[src/rtl/uart_icr_defs.vh]
// Constants for the serial port interrupt clear logic
`ifndef UART_ICR_DEFS_VH
`define UART_ICR_DEFS_VH
`define ADDR_INTERRUPT_CLEAR 8'h44
`define ADDR_RAW_STATUS      8'h3c
`define ADDR_MASK            8'h38
`define ADDR_MASKED_STATUS   8'h40
`define NUM_SRC              11
`define BIT_RING             0
`define BIT_CTS              1
`define BIT_CARRIER          2
`define BIT_DSR              3
`define BIT_RECEIVE          4
`define BIT_TRANSMIT         5
`define BIT_RX_TIMEOUT       6
`define BIT_FRAMING          7
`define BIT_PARITY           8
`define BIT_BREAK            9
`define BIT_OVERRUN          10
`define MODEM_MASK           11'h00f
`define STATUS_RESET         11'h000
`define RX_TIMEOUT_TICKS     9'h1ff
`define BAUD_DIV_DEFAULT     16'h0016
`endif

[src/rtl/uart_icr_flag.v]
// One sticky interrupt status flag with set-over-clear
`timescale 1ns/1ps
`default_nettype none
module uart_icr_flag #(
  parameter RESET_CLEARS = 1
) (
  input  wire clk_i,
  input  wire rstn_i,
  input  wire set_i,
  input  wire clear_i,
  output reg  flag_o
);
  always @(posedge clk_i) begin
    if (!rstn_i && RESET_CLEARS) begin
      flag_o <= 1'b0;
    end else if (set_i) begin
      flag_o <= 1'b1;
    end else if (clear_i) begin
      flag_o <= 1'b0;
    end
  end
endmodule // uart_icr_flag
`default_nettype wire

[src/rtl/uart_icr_timeout.v]
// Receive timeout counter on the baud_x16 tick
`timescale 1ns/1ps
`include "uart_icr_defs.vh"
`default_nettype none
module uart_icr_timeout (
  input  wire clk_i,
  input  wire rstn_i,
  input  wire baud_x16_tick_i,
  input  wire rx_store_i,
  input  wire rx_read_i,
  output reg  timeout_o
);
  reg  [8:0] count_q;
  reg        armed_q;
  always @(posedge clk_i) begin
    timeout_o <= 1'b0;
    if (!rstn_i) begin
      count_q <= 9'h000;
      armed_q <= 1'b0;
    end else if (rx_read_i) begin
      count_q <= 9'h000;
      armed_q <= 1'b0;
    end else if (rx_store_i) begin
      count_q <= 9'h000;
      armed_q <= 1'b1;
    end else if (armed_q && baud_x16_tick_i) begin
      if (count_q == `RX_TIMEOUT_TICKS - 9'h001) begin
        timeout_o <= 1'b1;
        armed_q   <= 1'b0;
      end
      count_q <= count_q + 9'h001;
    end
  end
endmodule // uart_icr_timeout
`default_nettype wire

[src/rtl/uart_interrupt_clear.v]
// Interrupt status, mask and write-only clear register of the serial port
`timescale 1ns/1ps
`include "uart_icr_defs.vh"
`default_nettype none
module uart_interrupt_clear #(
  parameter BAUD_DIV = 16'h0016
) (
  input  wire        clk_i,
  input  wire        rstn_i,
  input  wire [7:0]  addr_i,
  input  wire [31:0] wdata_i,
  input  wire        wr_i,
  input  wire        rd_i,
  output reg  [31:0] rdata_o,
  input  wire        overrun_i,
  input  wire        break_i,
  input  wire        parity_i,
  input  wire        framing_i,
  input  wire        transmit_i,
  input  wire        receive_i,
  input  wire        rx_store_i,
  input  wire        rx_read_i,
  input  wire        dsr_line_i,
  input  wire        carrier_line_i,
  input  wire        cts_line_i,
  input  wire        ring_line_i,
  output reg         irq_o
);
  reg  [15:0] div_q;
  reg         baud_x16_tick_q;
  reg  [3:0]  modem_s1_q;
  reg  [3:0]  modem_s2_q;
  reg  [3:0]  modem_s3_q;
  reg  [10:0] mask_q;
  wire [10:0] status;
  wire [10:0] set_vec;
  wire [10:0] clr_vec;
  wire        timeout_pulse;
  wire        clr_wr;

  // Baud x16 tick divider
  always @(posedge clk_i) begin
    if (!rstn_i) begin
      div_q           <= 16'h0000;
      baud_x16_tick_q <= 1'b0;
    end else if (div_q == BAUD_DIV - 16'h0001) begin
      div_q           <= 16'h0000;
      baud_x16_tick_q <= 1'b1;
    end else begin
      div_q           <= div_q + 16'h0001;
      baud_x16_tick_q <= 1'b0;
    end
  end

  // Modem lines are pins: synchronise, then detect any change
  always @(posedge clk_i) begin
    modem_s1_q <= {dsr_line_i, carrier_line_i, cts_line_i, ring_line_i};
    modem_s2_q <= modem_s1_q;
    modem_s3_q <= modem_s2_q;
  end

  uart_icr_timeout u_timeout (
    .clk_i           (clk_i),
    .rstn_i          (rstn_i),
    .baud_x16_tick_i (baud_x16_tick_q),
    .rx_store_i      (rx_store_i),
    .rx_read_i       (rx_read_i),
    .timeout_o       (timeout_pulse)
  );

  assign set_vec = {overrun_i, break_i, parity_i, framing_i, timeout_pulse,
                    transmit_i, receive_i, modem_s2_q ^ modem_s3_q};
  assign clr_wr  = wr_i && (addr_i == `ADDR_INTERRUPT_CLEAR);
  // Only ones clear; zeros and bits 31..11 are ignored
  assign clr_vec = clr_wr ? wdata_i[10:0] : 11'h000;

  genvar g;
  generate
    for (g = 0; g < `NUM_SRC; g = g + 1) begin : g_flag
      uart_icr_flag #(
        .RESET_CLEARS (((`MODEM_MASK >> g) & 1) == 0)
      ) u_flag (
        .clk_i   (clk_i),
        .rstn_i  (rstn_i),
        .set_i   (set_vec[g]),
        .clear_i (clr_vec[g]),
        .flag_o  (status[g])
      );
    end
  endgenerate

  // Register access; the clear register reads as zero
  always @(posedge clk_i) begin
    if (!rstn_i) begin
      mask_q  <= 11'h000;
      rdata_o <= 32'h00000000;
      irq_o   <= 1'b0;
    end else begin
      if (wr_i && addr_i == `ADDR_MASK) begin
        mask_q <= wdata_i[10:0];
      end
      irq_o <= |(status & mask_q);
      if (!rd_i) begin
        rdata_o <= 32'h00000000;
      end else if (addr_i == `ADDR_RAW_STATUS) begin
        rdata_o <= {21'h000000, status};
      end else if (addr_i == `ADDR_MASK) begin
        rdata_o <= {21'h000000, mask_q};
      end else if (addr_i == `ADDR_MASKED_STATUS) begin
        rdata_o <= {21'h000000, status & mask_q};
      end else begin
        rdata_o <= 32'h00000000;
      end
    end
  end
endmodule // uart_interrupt_clear
`default_nettype wire

[config.mk]
export PLATFORM = sky130hd
export DESIGN_NAME = uart_interrupt_clear
export DESIGN_NICKNAME = d
export VERILOG_FILES = /design/src/rtl/uart_icr_flag.v /design/src/rtl/uart_icr_timeout.v /design/src/rtl/uart_interrupt_clear.v
export VERILOG_INCLUDE_DIRS = /design/src /design/src/rtl
export SDC_FILE = /design/constraint.sdc
export NUM_CORES = 1
export LEC_CHECK = 0
export BUFFER_PORTS_ARGS = -buffer_cell sky130_fd_sc_hd__buf_2
export CAP_MARGIN = 10
export CORE_MARGIN = 4
export CORE_UTILIZATION = 35
export DETAILED_ROUTE_END_ITERATION = 7
export GPL_TIMING_DRIVEN = 0
export PLACE_DENSITY_LB_ADDON = 0.1
export SYNTH_ARGS = -nofsm -noshare
export SYNTH_HDL_FRONTEND = slang
export SYNTH_SLANG_ARGS = --single-unit
[constraint.sdc]
create_clock -name clk_i -period 1.8 [get_ports clk_i]
set_input_delay 0.36 -clock clk_i [delete_from_list [all_inputs] [get_ports clk_i]]
set_output_delay 0.36 -clock clk_i [all_outputs]
set_load 0.005 [all_outputs]
# [Word-level counts from Yosys, hierarchy flattened]
# Index checks and enable logic that the tools add are counted.
[totals] regBits=95 latch_bits=0 ram_bits=0 romBits=0 in_bits=56 out_inout_bits=33 word_cells=79 memories=0
[op_classes] addsub=2 n_mul=0 n_div=0 order_cmp=0 n_eq_ne=6 shifts=0 n_mux=23 n_bitwise=5 reduce_logical=20
[op_table] operator="11-bit two-way mux" n=4
[op_table] operator="1-bit two-way mux" n=19
[op_table] operator="2-bit nonzero test" n=9
[op_table] operator="16-bit by 1-bit adder with 16-bit output (second input constant)" n=1
[op_table] operator="16-bit by 5-bit == test with 1-bit output (second input constant)" n=1
[op_table] operator="8-bit by 6-bit == test with 1-bit output (second input constant)" n=2
[op_table] operator="8-bit by 7-bit == test with 1-bit output (second input constant)" n=2
[op_table] operator="11-bit AND" n=1
[op_table] operator="11-bit OR reduction" n=1
[op_table] operator="9-bit by 1-bit adder with 9-bit output (second input constant)" n=1
[op_table] operator="9-bit == test (second input constant)" n=1
[op_table] operator="4-bit OR reduction" n=2
[op_table] operator="2-bit AND reduction" n=2
[op_table] operator="2-bit OR reduction" n=2
[op_table] operator="4-bit bitwise XOR" n=1
[op_table] operator="1-bit logical AND" n=3
[op_table] operator="1-bit NOT" n=3
[op_table] operator="3-bit OR reduction" n=1

# [Depth between registers and ports, before layout]
# Gate-level depths: netlist of run 1.
[logic_depth] word_depth=5 mapped_depth=7 depth_no_buf=6

# [By module]
# From an unflattened synthesis of run 1, not the netlist that was laid out.
[hier_totals] cells_unflattened=329 area_unflattened_um2=3143.0
[by_module_without_submodules] mod="uart_interrupt_clear" n_inst=1 cells_each=238 area_each_um2=2214.6 seq_area_each_um2=1041.0
[by_module_without_submodules] mod="uart_icr_timeout" n_inst=1 cells_each=58 area_each_um2=514.2 seq_area_each_um2=220.2
[by_module_without_submodules] mod="uart_icr_flag at g_flag[10].u_flag ..." n_inst=7 cells_each=3 area_each_um2=41.3 seq_area_each_um2=20.0
[by_module_without_submodules] mod="uart_icr_flag at g_flag[0].u_flag ..." n_inst=4 cells_each=3 area_each_um2=31.3 seq_area_each_um2=20.0

# [Least setup slack after synthesis of run 1]
# Ideal clock, no wire load.
[synth_path] kind="input-to-reg" from="in addr_i[7]" to="reg g_flag[0].u_flag.flag_o" setup_time_ns=0.114 t_arrival_ns=1.455 required_ns=1.686 slack_ns=0.231 path_stages=5 n_path_buf=1 path_cell_list="or4b_4 > nor3b_2 > buf_4 > nand2_1 > a21o_1"
[synth_between] elab_chain_len=3
[synth_lines] element="from (decl)" line="uart_interrupt_clear.v:10" rtl="input wire [7:0] addr_i,"
[synth_lines] element="8-bit by 7-bit == test with 1-bit output (no source line)"
[synth_lines] element="1-bit logical AND" line="uart_interrupt_clear.v:73" rtl="assign clr_wr = wr_i && (addr_i == `ADDR_INTERRUPT_CLEAR);"
[synth_lines] element="11-bit two-way mux" line="uart_interrupt_clear.v:75" rtl="assign clr_vec = clr_wr ? wdata_i[10:0] : 11'h000;"
[synth_lines] element="to (signal assigned)" line="uart_icr_flag.v:15" rtl="flag_o <= 1'b0;"
[synth_lines] element="to (signal assigned)" line="uart_icr_flag.v:17" rtl="flag_o <= 1'b1;"
[synth_lines] element="to (signal assigned)" line="uart_icr_flag.v:19" rtl="flag_o <= 1'b0;"
[synth_lines] element="to (decl)" line="uart_icr_flag.v:11" rtl="output reg flag_o"
# Every way passes these cells.
# A chain may end at the register's enable or synchronous reset.

# [Worst setup path after layout of run 1]
# Ends and elaborated chain as after synthesis.

==> flow_metrics.py, run 1 <==
metrics = {
    "clock_tree": {
        "insertion_delay_ns": 0.34,
        "htreeDepth": 3,
        "cts_tree": "built",
        "path_clk_slew_ns": 0.08,
        "cts.sinks": 74,
        "postCtsResizedCells": 0,
        "clockBufferDepth": 2,
        "ctsHoldBuffers": 0,
        "post_cts.repair.setup_buffers": 0,
        "cts-root-buf": "clkbuf_8",
        "numCtsBuffers": 9,
    },
    "sta": {
        "finClkSkew_ns": 0.00529,
        "max-slew-margin-rel_pct": 66.0,
        "fin_setup_tns_ns": 0,
        "hold_viol_final": 0,
        "setup_ws_ns": 0.266,
        "tightest_slew_ns": 0.510,
        "period_share_pct": 85.2,
        "period_minus_slack_ns": 1.53,
        "drv_slew": 0,
        "whs_ns": 0.115,
        "fmax_mhz": 652,
        "finalSetupViolCount": 0,
        "grt_setup_unrepaired": "false",
    },
    "global_route": {
        "overflow": 0,
        "antenna_found_initial": 1,
        "grt_max_degree": 14,
        "grt_pass1_vias": 2349,
        "track_usage_pct": 13.7,
        "grt_pass1_wl_um": 11000,
    },
    "detailed_routing": {
        "drt-pass1-iter-count": 4,
        "postRouteAntennaNets": 0,
        "avgViaCountPerCell": 4.62,
        "post_drt_wl_per_cell_um": 12.8,
        "drcViolationCount": 0,
        "initialDrtViolationCount": 136,
        "wl_um": 6700,
        "vias": 2427,
    },
    "synth": {
        "synth_xor_area_share_pct": 7.52,
        "synth_compound_area_share_pct": 12.0,
        "synth-edff-count": 0,
        "seq_area_frac_synth_pct": 48.9,
        "synthSimpleGateAreaFrac_pct": 20.7,
        "ys.flop_type": "dfxtp_1",
        "synth-seq-cells": 74,
        "syn_area_mm2": 0.00303,
        "synth_area_leader_cell": "dfxtp_1",
        "syn_avg_cell_area_um2": 8.91,
        "synthCells": 340,
        "synth_area_leaders": "dfxtp_1 (49%), buf_4 (6.0%), nand2_1 (5.2%), xor2_1 (4.0%), a21oi_1 (3.8%)",
        "synth.mux.area_fraction_pct": 0,
        "synth_top_area_share_pct": 48.9,
        "synth_cell_types": 35,
        "synth_adder_area_share_pct": 1.65,
        "synth-async-reset-ratio_pct": 0,
        "yosys_warnings": 0,
        "synth_top_family_by_area": "simple AND/OR/NAND/NOR gates",
    },
    "worst_setup_path": {
        "reg2reg_depth": 5,
        "slowest_delay_ns": 0.56,
        "cp_max_fo": 10,
        "critPathLaunchType": "input pin",
        "arrival_ns": 1.77,
        "critPathCaptureType": "flip-flop",
        "worstPathCellList": "buf_2, or4b_4, nor3b_2, buf_4, nand2_1, a21o_1",
        "cp.required_ns": 2.03,
        "slowest_stage": "or4b_4",
        "cp.depth": 6,
        "critPathTopFamily": "simple AND/OR/NAND/NOR gates",
        "critPathBufInv": 2,
        "critical_path_class": "in -> reg",
    },
    "floorplanning": {
        "ios": 89,
        "die-area_mm2": 0.0102,
        "fp-row-count": 33,
        "chipHeight_um": 101,
        "start_util_pct": 36.5,
        "die-width_um": 101,
        "core_area_mm2": 0.00830,
    },
    "final_layout": {
        "fin_cells": 525,
        "drive_gt1_share_pct": 21.9,
        "final_cell_mix": "dfxtp_1 (74), buf_2 (47), nand2_1 (41)",
        "n_fill_cell": 859,
        "stdcell_area_mm2": 0.00369,
        "area_growth_syn_to_layout_pct": 21.7,
        "num-nets-final": 475,
        "antennaDiodeCount": 0,
        "post-route-util_pct": 44.4,
        "final_common_cell": "dfxtp_1",
    },
    "power_and_ir_drop": {
        "ir_drop_mv": 0.520,
        "power_density_mw_per_mm2": 893,
        "p_leak_nw": 1.56,
        "p_total_mw": 3.29,
    },
    "placed_design": {
        "gp_congestion": 0.751,
        "pre_cts_slack_ns": -0.0690,
        "dp.final_hpwl_um": 4880,
        "place_area_mm2": 0.00346,
        "dp.cells": 510,
        "io_buffer_count": 45,
    },
    "outcome": {
        "outcome": "complete, no violations",
    },
    "hold_path": {
        "hp-class": "in -> reg",
        "hold_path_depth": 1,
    },
    "flow_run": {
        "drv_cap": 0,
    },
}
## power breakdown
group | total [mW] | leakage [nW] | switching, mW | internal [mW]
clock network | 1.43 | 0.112 | 0.607 | 0.820
logic | 0.175 | 0.840 | 0.0871 | 0.0877
registers | 1.69 | 0.603 | 0.0240 | 1.67
total | 3.29 | 1.56 | 0.718 | 2.58
## synthesized netlist by cell type (all sizes together) (3+ instances only)
cell / number
dfxtp: 74
nand2: 42
nor2: 30
buf: 27
a21oi: 23
nand3: 19
a21o: 14
xor2: 14
inv: 13
xnor2: 12
nand4: 10
clkbuf: 9
a31oi: 8
o21ai: 8
nor3: 6
nor4: 5
ha: 4
and3: 3
nor3b: 3
## flip-flops by register name, indices dropped and copies added, names as in the netlist
signal                cells
irq_o                     1
modem_s3_q                4
g_flag.u_flag.flag_o     11
u_timeout.timeout_o       1
u_timeout.armed_q         1
rdata_o                  11
mask_q                   11
u_timeout.count_q         9
baud_x16_tick_q           1
div_q                    16
modem_s1_q                4
modem_s2_q                4
## layout make-up
| class | instances | area (um^2) | share of cell area (%) |
|---|---|---|---|
| inverter | 13 | 48.8 | 1.32 |
| clock buffer | 10 | 138 | 3.73 |
| timing repair buffer | 45 | 225 | 6.11 |
| buffer | 35 | 224 | 6.08 |
| multi-input combinational | 237 | 1350 | 36.6 |
| sequential | 74 | 1480 | 40.2 |
| tap | 105 | 131 | 3.56 |
| clock inverter | 6 | 90.1 | 2.44 |
## worst register-to-register path: cells and delay by family, from the launching register on
| family | cells | cell delay (ns) |
|---|---|---|
| flops | 1 | 0.40 |
| xor+xnor | 1 | 0.16 |
| fa+ha+maj | 1 | 0.27 |
| simple gates | 3 | 0.59 |
## cells by family (layout without fill, tap and decap cells)
| group | count (synthesis) | after routing |
|---|---|---|
| AOI/OAI and AO/OA | 59 | 59 |
| xor gates and xnor gates | 26 | 26 |
| adders and majority gates | 4 | 4 |
| buffers and inverters | 49 | 109 |
| DFF | 74 | 74 |
| other | 1 | 21 |
| and+or+nand+nor | 127 | 127 |
## path summary, 6_finish.rpt
kind                            slack (ns)                 endpoint            from
worst min register to register        0.33            modem_s2_q[2]   modem_s1_q[2]
worst max-delay path                  0.27  g_flag[0].u_flag.flag_o       addr_i[7]
worst max register to register        0.27                div_q[14]        div_q[0]
worst min-delay path                  0.12            modem_s1_q[2]  carrier_line_i
## per-layer routing
layer  vias to the layer above  wire length [um]  track usage, %
li1                       1259                 -               -
met1                      1087              2960            16.9
met2                        70              3160            22.5
met3                         9               509            4.15
met4                         2                61            4.81
met5                         -                 7               0
No activity file was read; power rests on OpenSTA's default activity.
==> run 2: changes to the inputs <==
--- a/config.mk
+++ b/config.mk
@@ -6,6 +6,7 @@
 export SDC_FILE = /design/constraint.sdc
 export NUM_CORES = 1
 export LEC_CHECK = 0
+export ABC_AREA = 1
 export BUFFER_PORTS_ARGS = -buffer_cell sky130_fd_sc_hd__buf_2
 export CAP_MARGIN = 10
 export CORE_MARGIN = 4
@@ -13,6 +14,7 @@
 export DETAILED_ROUTE_END_ITERATION = 7
 export GPL_TIMING_DRIVEN = 0
 export PLACE_DENSITY_LB_ADDON = 0.1
+export SKIP_CTS_REPAIR_TIMING = 1
 export SYNTH_ARGS = -nofsm -noshare
 export SYNTH_HDL_FRONTEND = slang
 export SYNTH_SLANG_ARGS = --single-unit
==> flow_metrics.py, run 2 <==
metrics = {
    "power_and_ir_drop": {
        "ir_drop_mv": 0.364,
        "p_sw_share_pct": 22.0,
        "clkPwrFrac_pct": 40.9,
        "p_int_mw": 2.51,
        "seq_power_share_pct": 52.5,
        "power_density_mw_per_mm2": 772,
        "p_leak_nw": 1.98,
        "combPwrFrac_pct": 6.6,
        "p_sw_uw": 707,
    },
    "synth": {
        "synth.most_common_cell": "nand2_1",
        "synth-edff-count": 0,
        "synth_xor_area_share_pct": 2.51,
        "synth_top_family_by_area": "simple AND/OR/NAND/NOR gates",
        "yosys_warnings": 0,
        "synthSimpleGateAreaFrac_pct": 33.5,
        "synth.mux.area_fraction_pct": 0,
        "synth_common_cells": "nand2_1 (108), dfxtp_1 (74), nand3_1 (71)",
        "synth-async-reset-ratio_pct": 0,
        "ys.flop_type": "dfxtp_1",
        "synth_compound_area_share_pct": 5.02,
        "synth_adder_area_share_pct": 1.43,
        "seq_area_frac_synth_pct": 42.5,
        "synth_cell_types": 28,
        "synth-seq-cells": 74,
        "synth_area_leader_cell": "dfxtp_1",
        "synthCells": 485,
        "syn_area_mm2": 0.00349,
        "syn_avg_cell_area_um2": 7.20,
        "synth_top_area_share_pct": 42.5,
        "synth_area_leaders": "dfxtp_1 (42%), nand2_1 (12%), nand3_1 (10%), inv_1 (6.8%), buf_4 (5.4%)",
    },
    "floorplanning": {
        "ios": 89,
        "die-area_mm2": 0.0116,
        "die-width_um": 108,
        "chipHeight_um": 108,
        "start_util_pct": 35.9,
        "core_area_mm2": 0.00973,
        "fp-row-count": 36,
    },
    "worst_setup_path": {
        "slowest_delay_ns": 0.39,
        "arrival_ns": 1.62,
        "reg2reg_depth": 7,
        "slowest_stage": "dfxtp_1",
        "r2r-start": "div_q[0]",
        "critical_path_class": "reg -> reg",
        "cp.required_ns": 2.03,
        "critPathLaunchType": "flip-flop",
        "critPathCaptureType": "flip-flop",
        "reg2reg_to": "div_q[12]",
        "cp_max_fo": 10,
        "worstPathCellList": "ha_1, nand3_1, nor2_1, nand2_1, nand2_2, buf_4, a21oi_1",
        "r2r_slack_ns": 0.41,
    },
    "detailed_routing": {
        "post_drt_wl_per_cell_um": 11.1,
        "avgViaCountPerCell": 4.37,
        "postRouteAntennaNets": 0,
        "vias": 3058,
        "wl_um": 7730,
        "initialDrtViolationCount": 78,
        "drcViolationCount": 0,
        "drt-pass1-iter-count": 4,
    },
    "sta": {
        "drv_slew": 0,
        "fin_setup_tns_ns": 0,
        "period_share_pct": 77.4,
        "period_minus_slack_ns": 1.39,
        "max-slew-margin-rel_pct": 60.9,
        "finalSetupViolCount": 0,
        "finClkSkew_ns": 0.00741,
        "tightest_slew_ns": 0.586,
        "grt_setup_unrepaired": "false",
        "fmax_mhz": 718,
        "setup_ws_ns": 0.407,
        "whs_ns": 0.122,
        "hold_viol_final": 0,
    },
    "global_route": {
        "grt_pass1_wl_um": 13100,
        "overflow": 0,
        "antenna_found_initial": 1,
        "grt_max_degree": 12,
        "grt_pass1_vias": 2803,
        "track_usage_pct": 14.2,
    },
    "final_layout": {
        "drive_gt1_share_pct": 19.8,
        "num-nets-final": 622,
        "antennaDiodeCount": 0,
        "stdcell_area_mm2": 0.00417,
        "n_fill_cell": 1047,
        "area_growth_syn_to_layout_pct": 19.4,
        "final_cell_mix": "nand2_1 (108), dfxtp_1 (74), nand3_1 (71)",
        "largest_register_ffs": 16,
        "final_common_cell": "nand2_1",
        "post-route-util_pct": 42.8,
        "regMostFlops": "div_q",
    },
    "flow_run": {
        "drv_cap": 0,
    },
    "placed_design": {
        "pre_cts_slack_ns": 0.267,
        "place_area_mm2": 0.00396,
        "gp_congestion": 0.810,
        "dp.final_hpwl_um": 5920,
        "io_buffer_count": 46,
    },
    "clock_tree": {
        "cts-root-buf": "clkbuf_8",
        "htreeDepth": 3,
        "cts_tree": "built",
        "numCtsBuffers": 9,
        "clockBufferDepth": 2,
        "insertion_delay_ns": 0.34,
        "cts.sinks": 74,
        "path_clk_slew_ns": 0.07,
    },
    "hold_path": {
        "hold_path_depth": 1,
        "hp-start": "ring_line_i",
        "min_to": "modem_s1_q[0]",
        "hp-class": "in -> reg",
    },
    "outcome": {
        "outcome": "complete, no violations",
    },
}
==> run 2: worst max path at each step <==
| stage | from | to | slack (ns) | cells past startpoint |
|---|---|---|---|---|
| 2_1_floorplan | div_q[0] | div_q[12] | 0.58 | 6 |
| 3_3_place_gp | addr_i[6] | mask_q[9] | 0.29 | 6 |
| 3_5_place_dp | wr_i | g_flag[8].u_flag.flag_o | 0.27 | 7 |
| 4_1_cts | div_q[0] | div_q[12] | 0.37 | 7 |
| 5_1_grt | div_q[0] | div_q[12] | 0.25 | 7 |
| 6_report | div_q[0] | div_q[12] | 0.41 | 7 |
==> run 2: cell families (layout without fill, tap and decap cells) <==
| logic type | Yosys count | after routing |
|---|---|---|
| simple gates | 255 | 255 |
| buf+inv | 106 | 167 |
| flops | 74 | 74 |
| compound gates | 35 | 35 |
| xor+xnor | 10 | 10 |
| fa+ha+maj | 4 | 4 |
| other cells | 1 | 21 |
==> run 2: layout make-up <==
cell class / count / area, um^2 / area share (%)
Clock buffer: 13 / 169 / 4.06
Clock inverter: 2 / 35.0 / 0.841
Multi-Input combinational cell: 325 / 1560 / 37.5
Timing Repair Buffer: 46 / 230 / 5.53
Sequential cell: 74 / 1480 / 35.6
Buffer: 37 / 263 / 6.31
Tap cell: 133 / 166 / 4.00
Inverter: 69 / 259 / 6.22
==> run 2: metal layers <==
metal	vias to the layer above	wire (um)	global-route usage, %
li1	1646	-	-
met1	1334	3710	18.3
met2	72	3530	22.4
met3	4	433	4.14
met4	2	39	4.87
met5	-	13	0
==> run 2: through the flow <==
stage               total power [mW]  instances
finish                          3.22        699
global route                    3.36        699
CTS                             3.27        699
detailed placement              1.94        684
global placement                1.94        684
floorplan                       1.86        505
==> run 2: power by group through the flow <==
stage                     combinational (mW)  clock, mW  sequential [mW]
after global routing                   0.240       1.43             1.69
after CTS                              0.212       1.37             1.69
final                                  0.212       1.31             1.69
after floorplan                        0.136          0             1.72
after global placement                 0.211          0             1.73
after detailed placement               0.212          0             1.73
==> run 2: worst max-delay path: cells and delay by family (launching register included) <==
family,cells,cell delay (ns)
fa+ha+maj,1,0.17
simple gates,4,0.48
buf+inv,1,0.20
flops,1,0.39
compound gates,1,0.05
